## config.mk

```make
export PLATFORM = sky130hd
export DESIGN_NAME = scsi_cmd_front
export DESIGN_NICKNAME = d
export VERILOG_FILES = /design/src/rtl/scsi_front_pkg.sv /design/src/rtl/byte_fifo.sv /design/src/rtl/scsi_cmd_front.sv
export SDC_FILE = /design/constraint.sdc
export NUM_CORES = 1
export LEC_CHECK = 0
export BUFFER_PORTS_ARGS = -buffer_cell sky130_fd_sc_hd__buf_4
export CORE_AREA = 2 2 231 142
export DETAILED_ROUTE_END_ITERATION = 10
export DIE_AREA = 0 0 233 144
export PLACE_DENSITY = 0.72
export SYNTH_ARGS = -nofsm -noshare
export SYNTH_HDL_FRONTEND = slang
export SYNTH_SLANG_ARGS = --single-unit
```

## constraint.sdc

```tcl
create_clock -name CLK -period 7.74 [get_ports CLK]
set_clock_uncertainty 0.1 [all_clocks]
set_input_delay 0.774 -clock CLK [delete_from_list [all_inputs] [get_ports CLK]]
set_output_delay 0.774 -clock CLK [all_outputs]
set_load 0.005 [all_outputs]
```

## src/rtl/scsi_front_pkg.sv

```systemverilog
package scsi_front_pkg;
  // register map, read and write sides share one index
  localparam logic [3:0] ADR_COUNT_LO = 4'h0;
  localparam logic [3:0] ADR_COUNT_HI = 4'h1;
  localparam logic [3:0] ADR_BUFFER = 4'h2;
  localparam logic [3:0] ADR_COMMAND = 4'h3;
  localparam logic [3:0] ADR_STATUS = 4'h4;
  localparam logic [3:0] ADR_CAUSE = 4'h5;
  localparam logic [3:0] ADR_STEP = 4'h6;
  localparam logic [3:0] ADR_FILL = 4'h7;
  localparam logic [3:0] ADR_OPTIONS = 4'h8;
  localparam logic [3:0] ADR_CLKDIV = 4'h9;
  localparam logic [3:0] ADR_TEST = 4'hA;
  localparam logic [7:0] RESERVED_READ = 8'h00;
  // command byte fields
  localparam int CMD_DMA_BIT = 7;
  localparam logic [2:0] GRP_MISC = 3'h0;
  localparam logic [2:0] GRP_INIT = 3'h1;
  localparam logic [2:0] GRP_TARGET = 3'h2;
  localparam logic [2:0] GRP_DISC = 3'h4;
  localparam logic [6:0] CMD_NOP = 7'h00;
  localparam logic [6:0] CMD_FLUSH = 7'h01;
  localparam logic [6:0] CMD_CHIP_RESET = 7'h02;
  localparam logic [6:0] CMD_BUS_RESET = 7'h03;
  localparam logic [6:0] CMD_ENABLE_SEL = 7'h44;
  localparam logic [6:0] CMD_PLAIN_DISC = 7'h27;
  localparam logic [6:0] CMD_SET_ATTN = 7'h1A;
  // status, cause and option bit positions
  localparam int STS_GROSS = 6;
  localparam int STS_COUNT_ZERO = 4;
  localparam int CAUSE_BUS_RESET = 7;
  localparam int CAUSE_ILLEGAL = 6;
  localparam int CAUSE_DONE = 3;
  localparam int OPT_NO_RESET_INT = 6;
  // reset values and the maximum count
  localparam logic [7:0] OPTIONS_RESET = 8'h00;
  localparam logic [4:0] PERIOD_RESET = 5'h05;
  localparam logic [15:0] LOAD_RESET = 16'h0000;
  localparam logic [16:0] COUNT_MAX = 17'h10000;
  // buffer geometry
  localparam int BUF_WIDTH = 8;
  localparam int BUF_DEPTH = 16;
  // bus reset pulse length
  localparam int CLK_PERIOD_NS = 10;
  localparam int BUS_RESET_TIME_NS = 25000;
  localparam int BUS_RESET_CYCLES = BUS_RESET_TIME_NS / CLK_PERIOD_NS;
endpackage : scsi_front_pkg

```

## src/rtl/byte_fifo.sv

```systemverilog
`timescale 1ns/1ps
module byte_fifo #(
  parameter int WIDTH = 8,
  parameter int DEPTH = 16
) (
  input wire logic CLK,
  input wire logic RSTN,
  input wire logic flush,
  input wire logic in_valid,
  output logic in_ready,
  input wire logic [WIDTH-1:0] in_data,
  output logic out_valid,
  input wire logic out_ready,
  output logic [WIDTH-1:0] out_data,
  output logic [$clog2(DEPTH):0] level
);
  localparam int AW = $clog2(DEPTH);
  logic [WIDTH-1:0] mem_reg [DEPTH];
  logic [AW-1:0] wp_reg, wp_next, rp_reg, rp_next;
  logic [AW:0] lvl_reg, lvl_next;
  logic push, pop;

  assign in_ready = (lvl_reg != (AW+1)'(DEPTH));
  assign out_valid = (lvl_reg != '0);
  assign out_data = mem_reg[rp_reg];
  assign level = lvl_reg;
  assign push = in_valid && in_ready;
  assign pop = out_valid && out_ready;

  always_comb begin
    wp_next = wp_reg + AW'(push);
    rp_next = rp_reg + AW'(pop);
    lvl_next = lvl_reg + (AW+1)'(push) - (AW+1)'(pop);
    if (flush) begin
      wp_next = '0;
      rp_next = '0;
      lvl_next = '0;
    end
  end

  always_ff @(posedge CLK or negedge RSTN) begin
    if (!RSTN) begin
      wp_reg <= '0;
      rp_reg <= '0;
      lvl_reg <= '0;
    end else begin
      wp_reg <= wp_next;
      rp_reg <= rp_next;
      lvl_reg <= lvl_next;
    end
  end

  always_ff @(posedge CLK) begin
    if (push) begin
      mem_reg[wp_reg] <= in_data;
    end
  end
endmodule : byte_fifo

```

## src/rtl/scsi_cmd_front.sv

```systemverilog
`timescale 1ns/1ps
module scsi_cmd_front (
  input wire logic CLK,
  input wire logic RSTN,
  input wire logic [3:0] A,
  input wire logic CS_N,
  input wire logic RD_N,
  input wire logic WR_N,
  input wire logic DMA_GRANT_N,
  input wire logic [7:0] DB_IN,
  output logic [7:0] DB_OUT,
  output logic DB_OE,
  output logic DMA_REQUEST_OUT,
  output logic INT_OUT,
  output logic INT_OE,
  output logic BUS_RESET_DRIVE_N,
  input wire logic BUS_RESET_SENSE_N,
  input wire logic [2:0] SEQ_MODE,
  input wire logic SEQ_RECEIVING,
  input wire logic SEQ_SYNC_INIT,
  input wire logic SEQ_DONE,
  input wire logic SEQ_CLEAR,
  input wire logic [7:0] SEQ_CAUSE_SET,
  input wire logic SEQ_STEP_LOAD,
  input wire logic [2:0] SEQ_STEP,
  input wire logic [2:0] SEQ_PHASE,
  input wire logic SEQ_LEN_LOAD,
  input wire logic [15:0] SEQ_LEN,
  output logic CMD_START,
  output logic [7:0] CMD_CODE,
  output logic CMD_BUSY,
  output logic XFER_DONE,
  input wire logic SCSI_RX_VALID,
  input wire logic [7:0] SCSI_RX_DATA,
  output logic SCSI_RX_READY,
  output logic SCSI_TX_VALID,
  output logic [7:0] SCSI_TX_DATA,
  input wire logic SCSI_TX_READY,
  output logic [7:0] OPTIONS,
  output logic [2:0] TARGET_ID,
  output logic [7:0] SEL_TIMEOUT,
  output logic [4:0] SYNC_PERIOD,
  output logic [3:0] SYNC_OFFSET,
  output logic [7:0] CLK_DIVIDE,
  output logic [7:0] TEST_MODE
);
  // command byte decode, used for legality and interrupt reporting
  function automatic logic cmd_legal(input logic [6:0] c, input logic [2:0] mode);
    logic ok;
    ok = 1'b0;
    if (c[6:4] == scsi_front_pkg::GRP_MISC) begin
      ok = (c[3:2] == 2'b00);
    end else if (c[6:4] == scsi_front_pkg::GRP_DISC) begin
      ok = (c[3:0] <= 4'h5);
    end else if (c[6:4] == scsi_front_pkg::GRP_TARGET) begin
      ok = (c[3:0] <= 4'hB) && (c[3:0] != 4'h6);
    end else if (c[6:4] == scsi_front_pkg::GRP_INIT) begin
      ok = (c[3:0] <= 4'h2) || (c[3:0] == 4'h8) || (c[3:0] == 4'hA);
    end
    if (c[6:4] != scsi_front_pkg::GRP_MISC && c[6:4] != mode) begin
      ok = 1'b0;
    end
    return ok;
  endfunction : cmd_legal

  function automatic logic cmd_reports(input logic [6:0] c);
    return c[6:4] != scsi_front_pkg::GRP_MISC && c != scsi_front_pkg::CMD_ENABLE_SEL
        && c != scsi_front_pkg::CMD_PLAIN_DISC && c != scsi_front_pkg::CMD_SET_ATTN;
  endfunction : cmd_reports

  // two-stage synchronisers for every pin input
  logic [16:0] s1_reg, s2_reg;
  logic [2:0] prev_reg;
  always_ff @(posedge CLK or negedge RSTN) begin
    if (!RSTN) begin
      s1_reg <= 17'h1FFFF;
      s2_reg <= 17'h1FFFF;
      prev_reg <= 3'h7;
    end else begin
      s1_reg <= {BUS_RESET_SENSE_N, CS_N, DB_IN, A, DMA_GRANT_N, WR_N, RD_N};
      s2_reg <= s1_reg;
      prev_reg <= {s2_reg[16], s2_reg[1:0]};
    end
  end
  logic rd_n_s, wr_n_s, dma_grant_n_n_s, cs_n_s, rd_fall, wr_fall, sense_fall;
  logic [3:0] adr_s;
  logic [7:0] din_s;
  assign rd_n_s = s2_reg[0];
  assign wr_n_s = s2_reg[1];
  assign dma_grant_n_n_s = s2_reg[2];
  assign adr_s = s2_reg[6:3];
  assign din_s = s2_reg[14:7];
  assign cs_n_s = s2_reg[15];
  assign rd_fall = prev_reg[0] && !rd_n_s;
  assign wr_fall = prev_reg[1] && !wr_n_s;
  assign sense_fall = prev_reg[2] && !s2_reg[16];

  // host and dma strobes; chip select and grant are never both low
  logic cpu_rd, cpu_wr, dma_rd, dma_wr;
  assign cpu_rd = rd_fall && !cs_n_s && dma_grant_n_n_s;
  assign cpu_wr = wr_fall && !cs_n_s && dma_grant_n_n_s;
  assign dma_rd = rd_fall && !dma_grant_n_n_s && cs_n_s;
  assign dma_wr = wr_fall && !dma_grant_n_n_s && cs_n_s;

  // state
  logic [15:0] load_reg, load_next;
  logic [16:0] cnt_reg, cnt_next;
  logic [7:0] opt_reg, opt_next, tmo_reg, tmo_next, ccf_reg, ccf_next, tst_reg, tst_next;
  logic [2:0] id_reg, id_next, step_reg, step_next;
  logic [4:0] per_reg, per_next;
  logic [3:0] ofs_reg, ofs_next;
  logic [7:0] top_reg, top_next, bot_reg, bot_next, cause_reg, cause_next;
  logic top_v_reg, top_v_next, busy_reg, busy_next, got_reg, got_next;
  logic gross_reg, gross_next, tcz_reg, tcz_next, srst_reg, srst_next;
  logic start_reg, start_next, brst_n_reg, brst_n_next;
  logic [11:0] brst_cnt_reg, brst_cnt_next;
  logic [7:0] dout_reg, dout_next;

  // buffer and its arbitration: bus strobes take priority over the scsi side
  logic f_in_valid, f_in_ready, f_out_valid, f_out_ready, f_flush;
  logic [7:0] f_in_data, f_out_data;
  logic [4:0] f_level;
  logic bus_fwr, bus_frd, dma_on, rx_ok, tx_ok, rx_take, tx_take, int_act;
  logic do_move, legal, clr_q, imm_cmd, dec_evt, int_rd;
  assign bus_fwr = (cpu_wr && adr_s == scsi_front_pkg::ADR_BUFFER) || dma_wr;
  assign bus_frd = (cpu_rd && adr_s == scsi_front_pkg::ADR_BUFFER) || dma_rd;
  assign dma_on = busy_reg && bot_reg[scsi_front_pkg::CMD_DMA_BIT];
  assign rx_ok = busy_reg && SEQ_RECEIVING
      && (dma_on ? (SEQ_SYNC_INIT || cnt_reg != '0) : !got_reg);
  assign tx_ok = busy_reg && !SEQ_RECEIVING;
  assign SCSI_RX_READY = rx_ok && f_in_ready && !bus_fwr;
  assign rx_take = SCSI_RX_VALID && SCSI_RX_READY;
  assign SCSI_TX_VALID = tx_ok && f_out_valid && !bus_frd;
  assign SCSI_TX_DATA = f_out_data;
  assign tx_take = SCSI_TX_VALID && SCSI_TX_READY;
  assign f_in_valid = bus_fwr || rx_take;
  assign f_in_data = bus_fwr ? din_s : SCSI_RX_DATA;
  assign f_out_ready = bus_frd || tx_take;
  assign imm_cmd = cpu_wr && adr_s == scsi_front_pkg::ADR_COMMAND
      && (din_s[6:0] == scsi_front_pkg::CMD_CHIP_RESET
      || din_s[6:0] == scsi_front_pkg::CMD_BUS_RESET);
  // a command write in the same cycle keeps the top entry in place
  assign do_move = top_v_reg && !busy_reg && !int_act && !srst_reg
      && !(cpu_wr && adr_s == scsi_front_pkg::ADR_COMMAND);
  assign legal = cmd_legal(top_reg[6:0], SEQ_MODE);
  assign f_flush = srst_reg
      || (do_move && legal && top_reg[6:0] == scsi_front_pkg::CMD_FLUSH);

  byte_fifo #(.WIDTH(scsi_front_pkg::BUF_WIDTH), .DEPTH(scsi_front_pkg::BUF_DEPTH)) u_buf (
    .CLK(CLK), .RSTN(RSTN), .flush(f_flush),
    .in_valid(f_in_valid), .in_ready(f_in_ready), .in_data(f_in_data),
    .out_valid(f_out_valid), .out_ready(f_out_ready), .out_data(f_out_data),
    .level(f_level)
  );

  // counter: decrement source depends on direction and mode
  always_comb begin
    if (!dma_on) begin
      dec_evt = 1'b0;
    end else if (!SEQ_RECEIVING) begin
      dec_evt = dma_wr && f_in_ready;
    end else if (SEQ_SYNC_INIT) begin
      dec_evt = dma_rd && f_out_valid;
    end else begin
      dec_evt = rx_take;
    end
  end

  assign int_act = (cause_reg != '0);
  assign int_rd = cpu_rd && adr_s == scsi_front_pkg::ADR_CAUSE && int_act;
  assign clr_q = SEQ_CLEAR || (do_move && !legal)
      || (sense_fall && !opt_reg[scsi_front_pkg::OPT_NO_RESET_INT]);

  // host-written configuration and count load
  always_comb begin
    load_next = load_reg;
    opt_next = opt_reg;
    id_next = id_reg;
    tmo_next = tmo_reg;
    per_next = per_reg;
    ofs_next = ofs_reg;
    ccf_next = ccf_reg;
    tst_next = tst_reg;
    if (srst_reg) begin
      load_next = scsi_front_pkg::LOAD_RESET;
      opt_next = scsi_front_pkg::OPTIONS_RESET;
      per_next = scsi_front_pkg::PERIOD_RESET;
    end else if (cpu_wr) begin
      // writes to read-only names land in the write-side register
      if (adr_s == scsi_front_pkg::ADR_COUNT_LO) begin
        load_next[7:0] = din_s;
      end else if (adr_s == scsi_front_pkg::ADR_COUNT_HI) begin
        load_next[15:8] = din_s;
      end else if (adr_s == scsi_front_pkg::ADR_STATUS) begin
        id_next = din_s[2:0];
      end else if (adr_s == scsi_front_pkg::ADR_CAUSE) begin
        tmo_next = din_s;
      end else if (adr_s == scsi_front_pkg::ADR_STEP) begin
        per_next = din_s[4:0];
      end else if (adr_s == scsi_front_pkg::ADR_FILL) begin
        ofs_next = din_s[3:0];
      end else if (adr_s == scsi_front_pkg::ADR_OPTIONS) begin
        opt_next = din_s;
      end else if (adr_s == scsi_front_pkg::ADR_CLKDIV) begin
        ccf_next = din_s;
      end else if (adr_s == scsi_front_pkg::ADR_TEST) begin
        tst_next = din_s;
      end
    end
  end

  // command queue, counter, status and cause
  always_comb begin
    top_next = top_reg;
    top_v_next = top_v_reg;
    bot_next = bot_reg;
    busy_next = busy_reg;
    got_next = got_reg || rx_take;
    start_next = 1'b0;
    cnt_next = cnt_reg;
    tcz_next = tcz_reg;
    cause_next = cause_reg;
    step_next = step_reg;
    gross_next = gross_reg;
    srst_next = 1'b0;
    if (int_rd) begin
      cause_next = '0;
      step_next = '0;
      gross_next = 1'b0;
    end
    if (SEQ_STEP_LOAD) begin
      step_next = SEQ_STEP;
    end
    cause_next = cause_next | SEQ_CAUSE_SET;
    if (SEQ_DONE && busy_reg) begin
      busy_next = 1'b0;
      if (cmd_reports(bot_reg[6:0])) begin
        cause_next[scsi_front_pkg::CAUSE_DONE] = 1'b1;
      end
    end
    if (cpu_wr && adr_s == scsi_front_pkg::ADR_COMMAND && !imm_cmd) begin
      if (top_v_reg) begin
        gross_next = 1'b1;
      end
      top_next = din_s;
      top_v_next = 1'b1;
    end else if (do_move) begin
      top_v_next = 1'b0;
      bot_next = top_reg;
      if (!legal) begin
        cause_next[scsi_front_pkg::CAUSE_ILLEGAL] = 1'b1;
      end else if (top_reg[6:4] != scsi_front_pkg::GRP_MISC) begin
        busy_next = 1'b1;
        start_next = 1'b1;
        got_next = 1'b0;
        if (top_reg[scsi_front_pkg::CMD_DMA_BIT]) begin
          cnt_next = (load_reg == '0) ? scsi_front_pkg::COUNT_MAX : {1'b0, load_reg};
          tcz_next = 1'b0;
        end
      end
    end
    if (bus_fwr && !f_in_ready) begin
      gross_next = 1'b1;
    end
    if (SEQ_LEN_LOAD) begin
      cnt_next = {1'b0, SEQ_LEN};
      tcz_next = 1'b0;
    end else if (dec_evt && cnt_reg != '0) begin
      cnt_next = cnt_reg - 17'h00001;
      tcz_next = (cnt_reg == 17'h00001);
    end
    if (sense_fall && !opt_reg[scsi_front_pkg::OPT_NO_RESET_INT]) begin
      cause_next[scsi_front_pkg::CAUSE_BUS_RESET] = 1'b1;
    end
    if (clr_q) begin
      top_v_next = 1'b0;
      busy_next = 1'b0;
      bot_next = '0;
    end
    if (cpu_wr && adr_s == scsi_front_pkg::ADR_COMMAND
        && din_s[6:0] == scsi_front_pkg::CMD_CHIP_RESET) begin
      srst_next = 1'b1;
    end
    if (srst_reg) begin
      top_next = '0;
      top_v_next = 1'b0;
      bot_next = '0;
      busy_next = 1'b0;
      got_next = 1'b0;
      cnt_next = '0;
      tcz_next = 1'b0;
      cause_next = '0;
      step_next = '0;
      gross_next = 1'b0;
    end
  end

  // bus reset drive and read data
  always_comb begin
    brst_cnt_next = brst_cnt_reg;
    if (cpu_wr && adr_s == scsi_front_pkg::ADR_COMMAND
        && din_s[6:0] == scsi_front_pkg::CMD_BUS_RESET) begin
      brst_cnt_next = 12'(scsi_front_pkg::BUS_RESET_CYCLES);
    end else if (brst_cnt_reg != '0) begin
      brst_cnt_next = brst_cnt_reg - 12'h001;
    end
    brst_n_next = (brst_cnt_next == '0);
    dout_next = dout_reg;
    if (rd_fall) begin
      if (!dma_grant_n_n_s || adr_s == scsi_front_pkg::ADR_BUFFER) begin
        dout_next = f_out_data;
      end else if (adr_s == scsi_front_pkg::ADR_COUNT_LO) begin
        dout_next = cnt_reg[7:0];
      end else if (adr_s == scsi_front_pkg::ADR_COUNT_HI) begin
        dout_next = cnt_reg[15:8];
      end else if (adr_s == scsi_front_pkg::ADR_COMMAND) begin
        dout_next = bot_reg;
      end else if (adr_s == scsi_front_pkg::ADR_STATUS) begin
        dout_next = {1'b0, gross_reg, 1'b0, tcz_reg, 1'b0, SEQ_PHASE};
      end else if (adr_s == scsi_front_pkg::ADR_CAUSE) begin
        dout_next = cause_reg;
      end else if (adr_s == scsi_front_pkg::ADR_STEP) begin
        dout_next = {5'h00, step_reg};
      end else if (adr_s == scsi_front_pkg::ADR_FILL) begin
        dout_next = {3'h0, f_level};
      end else if (adr_s == scsi_front_pkg::ADR_OPTIONS) begin
        dout_next = opt_reg;
      end else begin
        dout_next = scsi_front_pkg::RESERVED_READ;
      end
    end
  end

  always_ff @(posedge CLK or negedge RSTN) begin
    if (!RSTN) begin
      load_reg <= scsi_front_pkg::LOAD_RESET;
      opt_reg <= scsi_front_pkg::OPTIONS_RESET;
      id_reg <= '0;
      tmo_reg <= '0;
      per_reg <= scsi_front_pkg::PERIOD_RESET;
      ofs_reg <= '0;
      ccf_reg <= '0;
      tst_reg <= '0;
      top_reg <= '0;
      top_v_reg <= 1'b0;
      bot_reg <= '0;
      busy_reg <= 1'b0;
      got_reg <= 1'b0;
      start_reg <= 1'b0;
      cnt_reg <= '0;
      tcz_reg <= 1'b0;
      cause_reg <= '0;
      step_reg <= '0;
      gross_reg <= 1'b0;
      srst_reg <= 1'b0;
      brst_cnt_reg <= '0;
      brst_n_reg <= 1'b1;
      dout_reg <= '0;
    end else begin
      load_reg <= load_next;
      opt_reg <= opt_next;
      id_reg <= id_next;
      tmo_reg <= tmo_next;
      per_reg <= per_next;
      ofs_reg <= ofs_next;
      ccf_reg <= ccf_next;
      tst_reg <= tst_next;
      top_reg <= top_next;
      top_v_reg <= top_v_next;
      bot_reg <= bot_next;
      busy_reg <= busy_next;
      got_reg <= got_next;
      start_reg <= start_next;
      cnt_reg <= cnt_next;
      tcz_reg <= tcz_next;
      cause_reg <= cause_next;
      step_reg <= step_next;
      gross_reg <= gross_next;
      srst_reg <= srst_next;
      brst_cnt_reg <= brst_cnt_next;
      brst_n_reg <= brst_n_next;
      dout_reg <= dout_next;
    end
  end

  // outputs
  assign DB_OUT = dout_reg;
  assign DB_OE = !rd_n_s && (!cs_n_s || !dma_grant_n_n_s);
  assign DMA_REQUEST_OUT = dma_on && (SEQ_RECEIVING
      ? (f_out_valid && (!SEQ_SYNC_INIT || cnt_reg != '0))
      : (f_in_ready && cnt_reg != '0));
  assign INT_OUT = 1'b0;
  assign INT_OE = int_act;
  assign BUS_RESET_DRIVE_N = brst_n_reg;
  assign CMD_START = start_reg;
  assign CMD_CODE = bot_reg;
  assign CMD_BUSY = busy_reg;
  assign XFER_DONE = busy_reg && !f_out_valid
      && (dma_on ? cnt_reg == '0 : (!SEQ_RECEIVING || got_reg));
  assign OPTIONS = opt_reg;
  assign TARGET_ID = id_reg;
  assign SEL_TIMEOUT = tmo_reg;
  assign SYNC_PERIOD = per_reg;
  assign SYNC_OFFSET = ofs_reg;
  assign CLK_DIVIDE = ccf_reg;
  assign TEST_MODE = tst_reg;
endmodule : scsi_cmd_front

```

# After elaboration in Yosys (flattened, before gate mapping)
# Memories as Yosys holds them, arrays and structs flattened.
# Index checks and enable logic that the tools add are counted.
dict set report totals {
  reg_bits 182
  ram_bits 128
  input_bits 68
  out_inout_bits 78
  word_cells 319
  memories 1
}
dict set report classes {
  add_sub_neg 6
  n_lt_le_gt_ge 3
  n_eq_ne 33
  mux 109
  bitwise_logic 10
  reduce_logical 127
}
# memory depth width read_ports rd_ports_with_merged_regs wr line_no
set mem_list {}
lappend mem_list {u_buf.mem_reg 16 8 1 0 1 byte_fifo.sv:18} ;# logic [WIDTH-1:0] mem_reg [DEPTH];
# cell count
set op_table {}
lappend op_table {{8-bit 2-to-1 mux} 30}
lappend op_table {{17-bit 2-to-1 mux} 9}
lappend op_table {{1-bit logical AND} 56}
lappend op_table {{1-bit 2-to-1 mux} 53}
lappend op_table {{5-bit 2-to-1 mux} 8}
lappend op_table {{16-bit 2-to-1 mux} 2}
lappend op_table {{12-bit 2-to-1 mux} 2}
lappend op_table {{4-bit == test, second input constant} 5}
lappend op_table {{4-bit nonzero test} 5}
lappend op_table {{1-bit zero test} 19}
lappend op_table {{17-bit by 1-bit == test with 1-bit output, second input constant} 1}
lappend op_table {{17-bit zero test} 1}
lappend op_table {{17-bit nonzero test} 1}
lappend op_table {{17-bit by 1-bit subtractor with 17-bit output, second input constant} 1}
lappend op_table {{4-bit by 3-bit == test with 1-bit output, second input constant} 4}
lappend op_table {{16-bit zero test} 1}
lappend op_table {{1-bit logical OR} 16}
lappend op_table {{8-bit AND reduction} 2}
lappend op_table {{7-bit by 2-bit == test with 1-bit output, second input constant} 2}
lappend op_table {{12-bit zero test} 1}
lappend op_table {{2-bit inequality test, second input constant} 6}
lappend op_table {{6-bit AND reduction} 2}
lappend op_table {{12-bit nonzero test} 1}
lappend op_table {{2-bit nonzero test} 6}
lappend op_table {{35 further kinds} 54}

# Logic depth before layout (Yosys ltp)
dict set report logic_depth {
  depth_word 16
  mapped_depth 16
}

# By module
# From an unflattened synthesis, not the netlist that was laid out.
dict set report unflattened {
  cells_unflattened 1139
  hier_area_um2 14211.1
}
# module n_inst cells_each area_each_um2 seq_area_each_um2
set modules_own_cells {}
lappend modules_own_cells {scsi_cmd_front 1 851 8511.9 4279.1}
lappend modules_own_cells {byte_fifo 1 288 5699.2 4169.0}

# Least setup slack after synthesis
# OpenSTA, ideal clock, no wires.
dict set report synth_timing {
  path_kind {in2reg}
  startpoint {input SEQ_RECEIVING}
  endpoint {memory u_buf.mem_reg[0][0] (enable)}
  setup_ns 0.385
  t_arrival_ns 2.735
  required_time_ns 7.255
  slack_ns 4.520
  path_stages 6
  n_path_buf 1
  cell_sequence {clkbuf_1 > o211ai_1 > a311o_1 > a21oi_1 > nor3b_2 > nor3b_1}
}
dict set report synth_between {
  elab_chain_cells 9
}
# element line_no
set synth_lines {}
lappend synth_lines {{from (decl)} scsi_cmd_front.sv:19} ;# input wire logic SEQ_RECEIVING,
lappend synth_lines {{1-bit logical AND} scsi_cmd_front.sv:128} ;# assign rx_ok = busy_reg && SEQ_RECEIVING
lappend synth_lines {{1-bit logical AND} scsi_cmd_front.sv:129} ;# && (dma_on ? (SEQ_SYNC_INIT || cnt_reg != '0) : !got_reg);
lappend synth_lines {{1-bit logical AND (2 in series)} scsi_cmd_front.sv:131} ;# assign SCSI_RX_READY = rx_ok && f_in_ready && !bus_fwr;
lappend synth_lines {{1-bit logical AND} scsi_cmd_front.sv:132} ;# assign rx_take = SCSI_RX_VALID && SCSI_RX_READY;
lappend synth_lines {{1-bit logical OR} scsi_cmd_front.sv:136} ;# assign f_in_valid = bus_fwr || rx_take;
lappend synth_lines {{1-bit logical AND} byte_fifo.sv:27} ;# assign push = in_valid && in_ready;
lappend synth_lines {{1-bit 2-to-1 mux} byte_fifo.sv:54} ;# if (push) begin
lappend synth_lines {{1-bit 2-to-1 mux (not written as such)} byte_fifo.sv:55} ;# mem_reg[wp_reg] <= in_data;
lappend synth_lines {{to (decl)} byte_fifo.sv:18}
# No other way between the ends.

# Worst setup path after layout
dict set report layout_timing {
  startpoint {register s2_reg[4]}
  endpoint {memory u_buf.mem_reg[0][3] (enable)}
}
dict set report layout_between {
  elab_chain_cells 10
}
# element line_no
set layout_lines {}
lappend layout_lines {{from (decl)} scsi_cmd_front.sv:72} ;# logic [16:0] s1_reg, s2_reg;
lappend layout_lines {{from (signal assigned)} scsi_cmd_front.sv:81} ;# s2_reg <= s1_reg;
lappend layout_lines {{4-bit by 2-bit == test with 1-bit output *} scsi_cmd_front.sv:125} ;# assign bus_fwr = (cpu_wr && adr_s == scsi_front_pkg::ADR_BUFFER) || dma_wr;
lappend layout_lines {{1-bit logical AND *} scsi_cmd_front.sv:125}
lappend layout_lines {{1-bit logical OR *} scsi_cmd_front.sv:125}
lappend layout_lines {{1-bit zero test} scsi_cmd_front.sv:131}
lappend layout_lines {{1-bit logical AND} scsi_cmd_front.sv:131}
lappend layout_lines {{1-bit logical AND} scsi_cmd_front.sv:132}
lappend layout_lines {{1-bit logical OR *} scsi_cmd_front.sv:136}
lappend layout_lines {{1-bit logical AND *} byte_fifo.sv:27}
lappend layout_lines {{1-bit 2-to-1 mux *} byte_fifo.sv:54}
lappend layout_lines {{1-bit 2-to-1 mux (not written as such) *} byte_fifo.sv:55}
# Mark *: on every way between the ends. The rest lies on a longest branch, timed or not.

==> impl_metrics.py <==
metrics = {
    "setup_path": {
        "crit_arrival_ps": 4240,
        "crit_path_max_incr_delay_ps": 990,
        "crit_path_start_kind": "flop",
        "critPathBufInv": 0,
        "crit_fanout": 30,
        "endpoint_kind": "flop",
        "path_cells": "nor4b_1 > a21oi_2 > a21oi_1 > nor3b_2 > nor3b_1",
        "required_ps": 7820,
        "crit_family": "simple AND/OR/NAND/NOR gates",
        "cpMaxStageDelayCell": "nor3b_1",
        "crit_type": "reg -> reg",
    },
    "drt": {
        "wl_per_cell_um": 23.1,
        "ant_nets": 0,
        "via_per_inst": 5.84,
        "drcViolationCount": 0,
        "vias": 9779,
        "totalWireLength_um": 38700,
        "wl_met1_um": 17500,
        "drt-initial-drc-count": 1123,
        "met3_length_um": 5150,
        "route.met2.wl_um": 15300,
        "drt-pass1-iter-count": 6,
        "top_layer_used": "met5",
    },
    "synthesis": {
        "synth.cell_area_um2": 13900,
        "synth_cell_types": 76,
        "avgSynthCellArea_um2": 12.6,
        "synth_top_area_share_pct": 27.6,
        "synth-adder-area-share_pct": 1.49,
        "synthTopCellsByArea": "edfxtp_1 (28%), dfrtp_1 (25%), dfstp_2 (7.5%)",
        "syn_nets": 1194,
        "synth_edf_count": 128,
        "synth_top_family_by_area": "simple AND/OR/NAND/NOR gates",
        "yosys.area_share.simple_pct": 13.2,
        "ys_seq_elements": 310,
        "syn_inst": 1110,
        "synth.area.mux_share_pct": 11.6,
        "synth_compound_area_share_pct": 8.41,
        "synth_flop_cell": "dfrtp_1",
        "synth.largest_area_cell": "edfxtp_1",
        "seq_area_frac_synth_pct": 60.6,
        "synth_xor_area_share_pct": 1.76,
        "yosys_warnings": 0,
        "synthArstFlopShare_pct": 58.7,
    },
    "timing": {
        "finalCriticalPeriod_ps": 4160,
        "tightest_slew_ps": 1210,
        "finalHoldViolations": 0,
        "setup_viol": 0,
        "final.setup.worst_slack_ps": 3580,
        "timing.hold.ws_ps": 154,
        "fmax_ghz": 0.240,
        "fin_crit_sh_pct": 53.8,
        "rsz0062_at_grt": "no",
        "finalSetupTns_ps": 0,
        "drv_slew": 0,
        "max_slew_margin_pct": 19.2,
    },
    "power": {
        "switchingPower_mw": 1.38,
        "p_leak_nw": 6.60,
        "power.density_nw_per_um2": 284,
        "clockPowerShare_pct": 32.0,
        "vdd_drop_max_v": 0.000183,
        "intPower_mw": 3.25,
        "seqPwrFrac_pct": 45.2,
        "p_comb_share_pct": 22.8,
        "switching_share_pct": 29.7,
    },
    "clocking": {
        "cts_sinks": 310,
        "path_clk_slew_ps": 70,
        "cts_tree": "built",
        "cts_max_path_buffers": 3,
        "cts_buffers": 28,
        "cts_resized": 0,
        "cts_max_level": 1,
        "cts-root-buf": "clkbuf_16",
        "ctsHoldBuffers": 0,
        "cts_setup_buffers": 0,
        "insertion_delay_ps": 570,
    },
    "worst_hold_path": {
        "hold_class": "in -> async",
    },
    "placement": {
        "dp.cells": 1621,
        "pre_cts_ws_ps": 3720,
        "dpl.hpwl_um": 27400,
        "gp_congestion": 1.01,
        "io_buffers": 144,
    },
    "global_route": {
        "grt_pass1_wl_um": 58700,
        "grt.overflow.total": 0,
        "grt_pass1_vias": 9393,
        "antenna_found_initial": 4,
        "grt_max_degree": 86,
        "track_usage_pct": 23.5,
    },
    "cells_and_area": {
        "drive_above_1_share_pct": 27.1,
        "final_cell_mix": "buf_4 (152), nand2_1 (148), dfrtp_1 (139)",
        "final_common_cell": "buf_4",
        "instances_no_fill": 1675,
        "nFillCells": 2694,
        "areaGrowthSynthToFinish_pct": 17.1,
        "finalNetCount": 1311,
        "largest_reg_flops": 128,
    },
    "floorplan": {
        "start_util_pct": 44.0,
        "coreArea_um2": 31700,
        "ioPinCount": 146,
        "dieWidth_um": 233,
        "num_rows": 51,
        "die-area_um2": 33600,
        "die_h_um": 144,
    },
    "run_status": {
        "outcome": "completed",
    },
    "run": {
        "maxCapViolCount": 0,
    },
}
[per-layer routing]
metal	GRT usage, %	up-vias
li1	-	4288
met1	36.1	4884
met2	30.8	537
met3	9.64	68
met4	4.89	2
met5	0	-
[cells by family after synthesis]
logic type      count (synthesis)
buf+inv                        95
xor+xnor                       28
other cells                     1
fa+ha+maj                      16
simple gates                  369
compound gates                184
mux                           107
flops                         310
[power groups by stage]
stage / logic (mW) / clock network, mW / registers [mW]
after floorplan: 0.746 / 0 / 1.99
after global placement: 1.03 / 0 / 2.11
after detailed placement: 1.05 / 0 / 2.12
after CTS: 1.06 / 1.50 / 2.09
after global routing: 1.16 / 1.57 / 2.11
final: 1.05 / 1.48 / 2.09
[layout make-up]
| cell class | count | area, um^2 | share of cell area (%) |
|---|---|---|---|
| flip-flops and latches | 310 | 8450 | 51.8 |
| multi-input cells | 705 | 5090 | 31.2 |
| repair buffers | 153 | 1150 | 7.07 |
| clock buffers | 38 | 833 | 5.10 |
| well taps | 424 | 531 | 3.25 |
| clock inverters | 14 | 149 | 0.912 |
| inverters | 29 | 109 | 0.667 |
| diodes | 2 | 5.00 | 0.0307 |
[cell usage after synthesis (3+ instances only)]
cell	instances
a211o_1	3
a211oi_1	3
a21oi_1	70
a22o_1	17
a32o_1	3
and3_1	3
buf_1	6
buf_2	7
buf_6	5
clkbuf_1	46
dfrtp_1	142
dfstp_2	40
edfxtp_1	128
ha_1	15
inv_1	29
mux2_2	34
mux2i_1	33
mux4_2	40
nand2_1	148
nand2b_1	16
nand3_1	27
nand3b_1	7
nor2_1	72
nor2b_1	10
nor3_1	25
nor3_2	3
nor3b_1	5
nor4_1	12
nor4b_1	8
nor4bb_1	4
o211ai_1	3
o21ai_0	32
o21ai_1	13
o22ai_1	7
or3_1	6
or4_1	6
or4_4	3
xnor2_1	18
xor2_1	10
[metrics by stage]
stage | instance area [um^2] | utilization, % | power [mW]
after floorplan | 13900 | - | 2.74
after global placement | 15300 | 48.4 | 3.14
after detailed placement | 15300 | 48.4 | 3.17
after CTS | 16300 | 51.5 | 4.64
after global routing | 16300 | 51.5 | 4.84
final | 16300 | 51.5 | 4.63
[final timing paths]
kind	start	end	slack, ps	cells after the start
max	s2_reg[4]	u_buf.mem_reg[0][3]	3580	5
min	RSTN	cnt_reg[13]	150	1
max reg2reg	s2_reg[4]	u_buf.mem_reg[0][3]	3580	5
min reg2reg	s1_reg[8]	s2_reg[8]	250	0
max in group asynchronous	RSTN	srst_reg	5550	3
min in group CLK	A[1]	s1_reg[4]	230	1
Note: power is estimated with default switching activity, not from simulation.
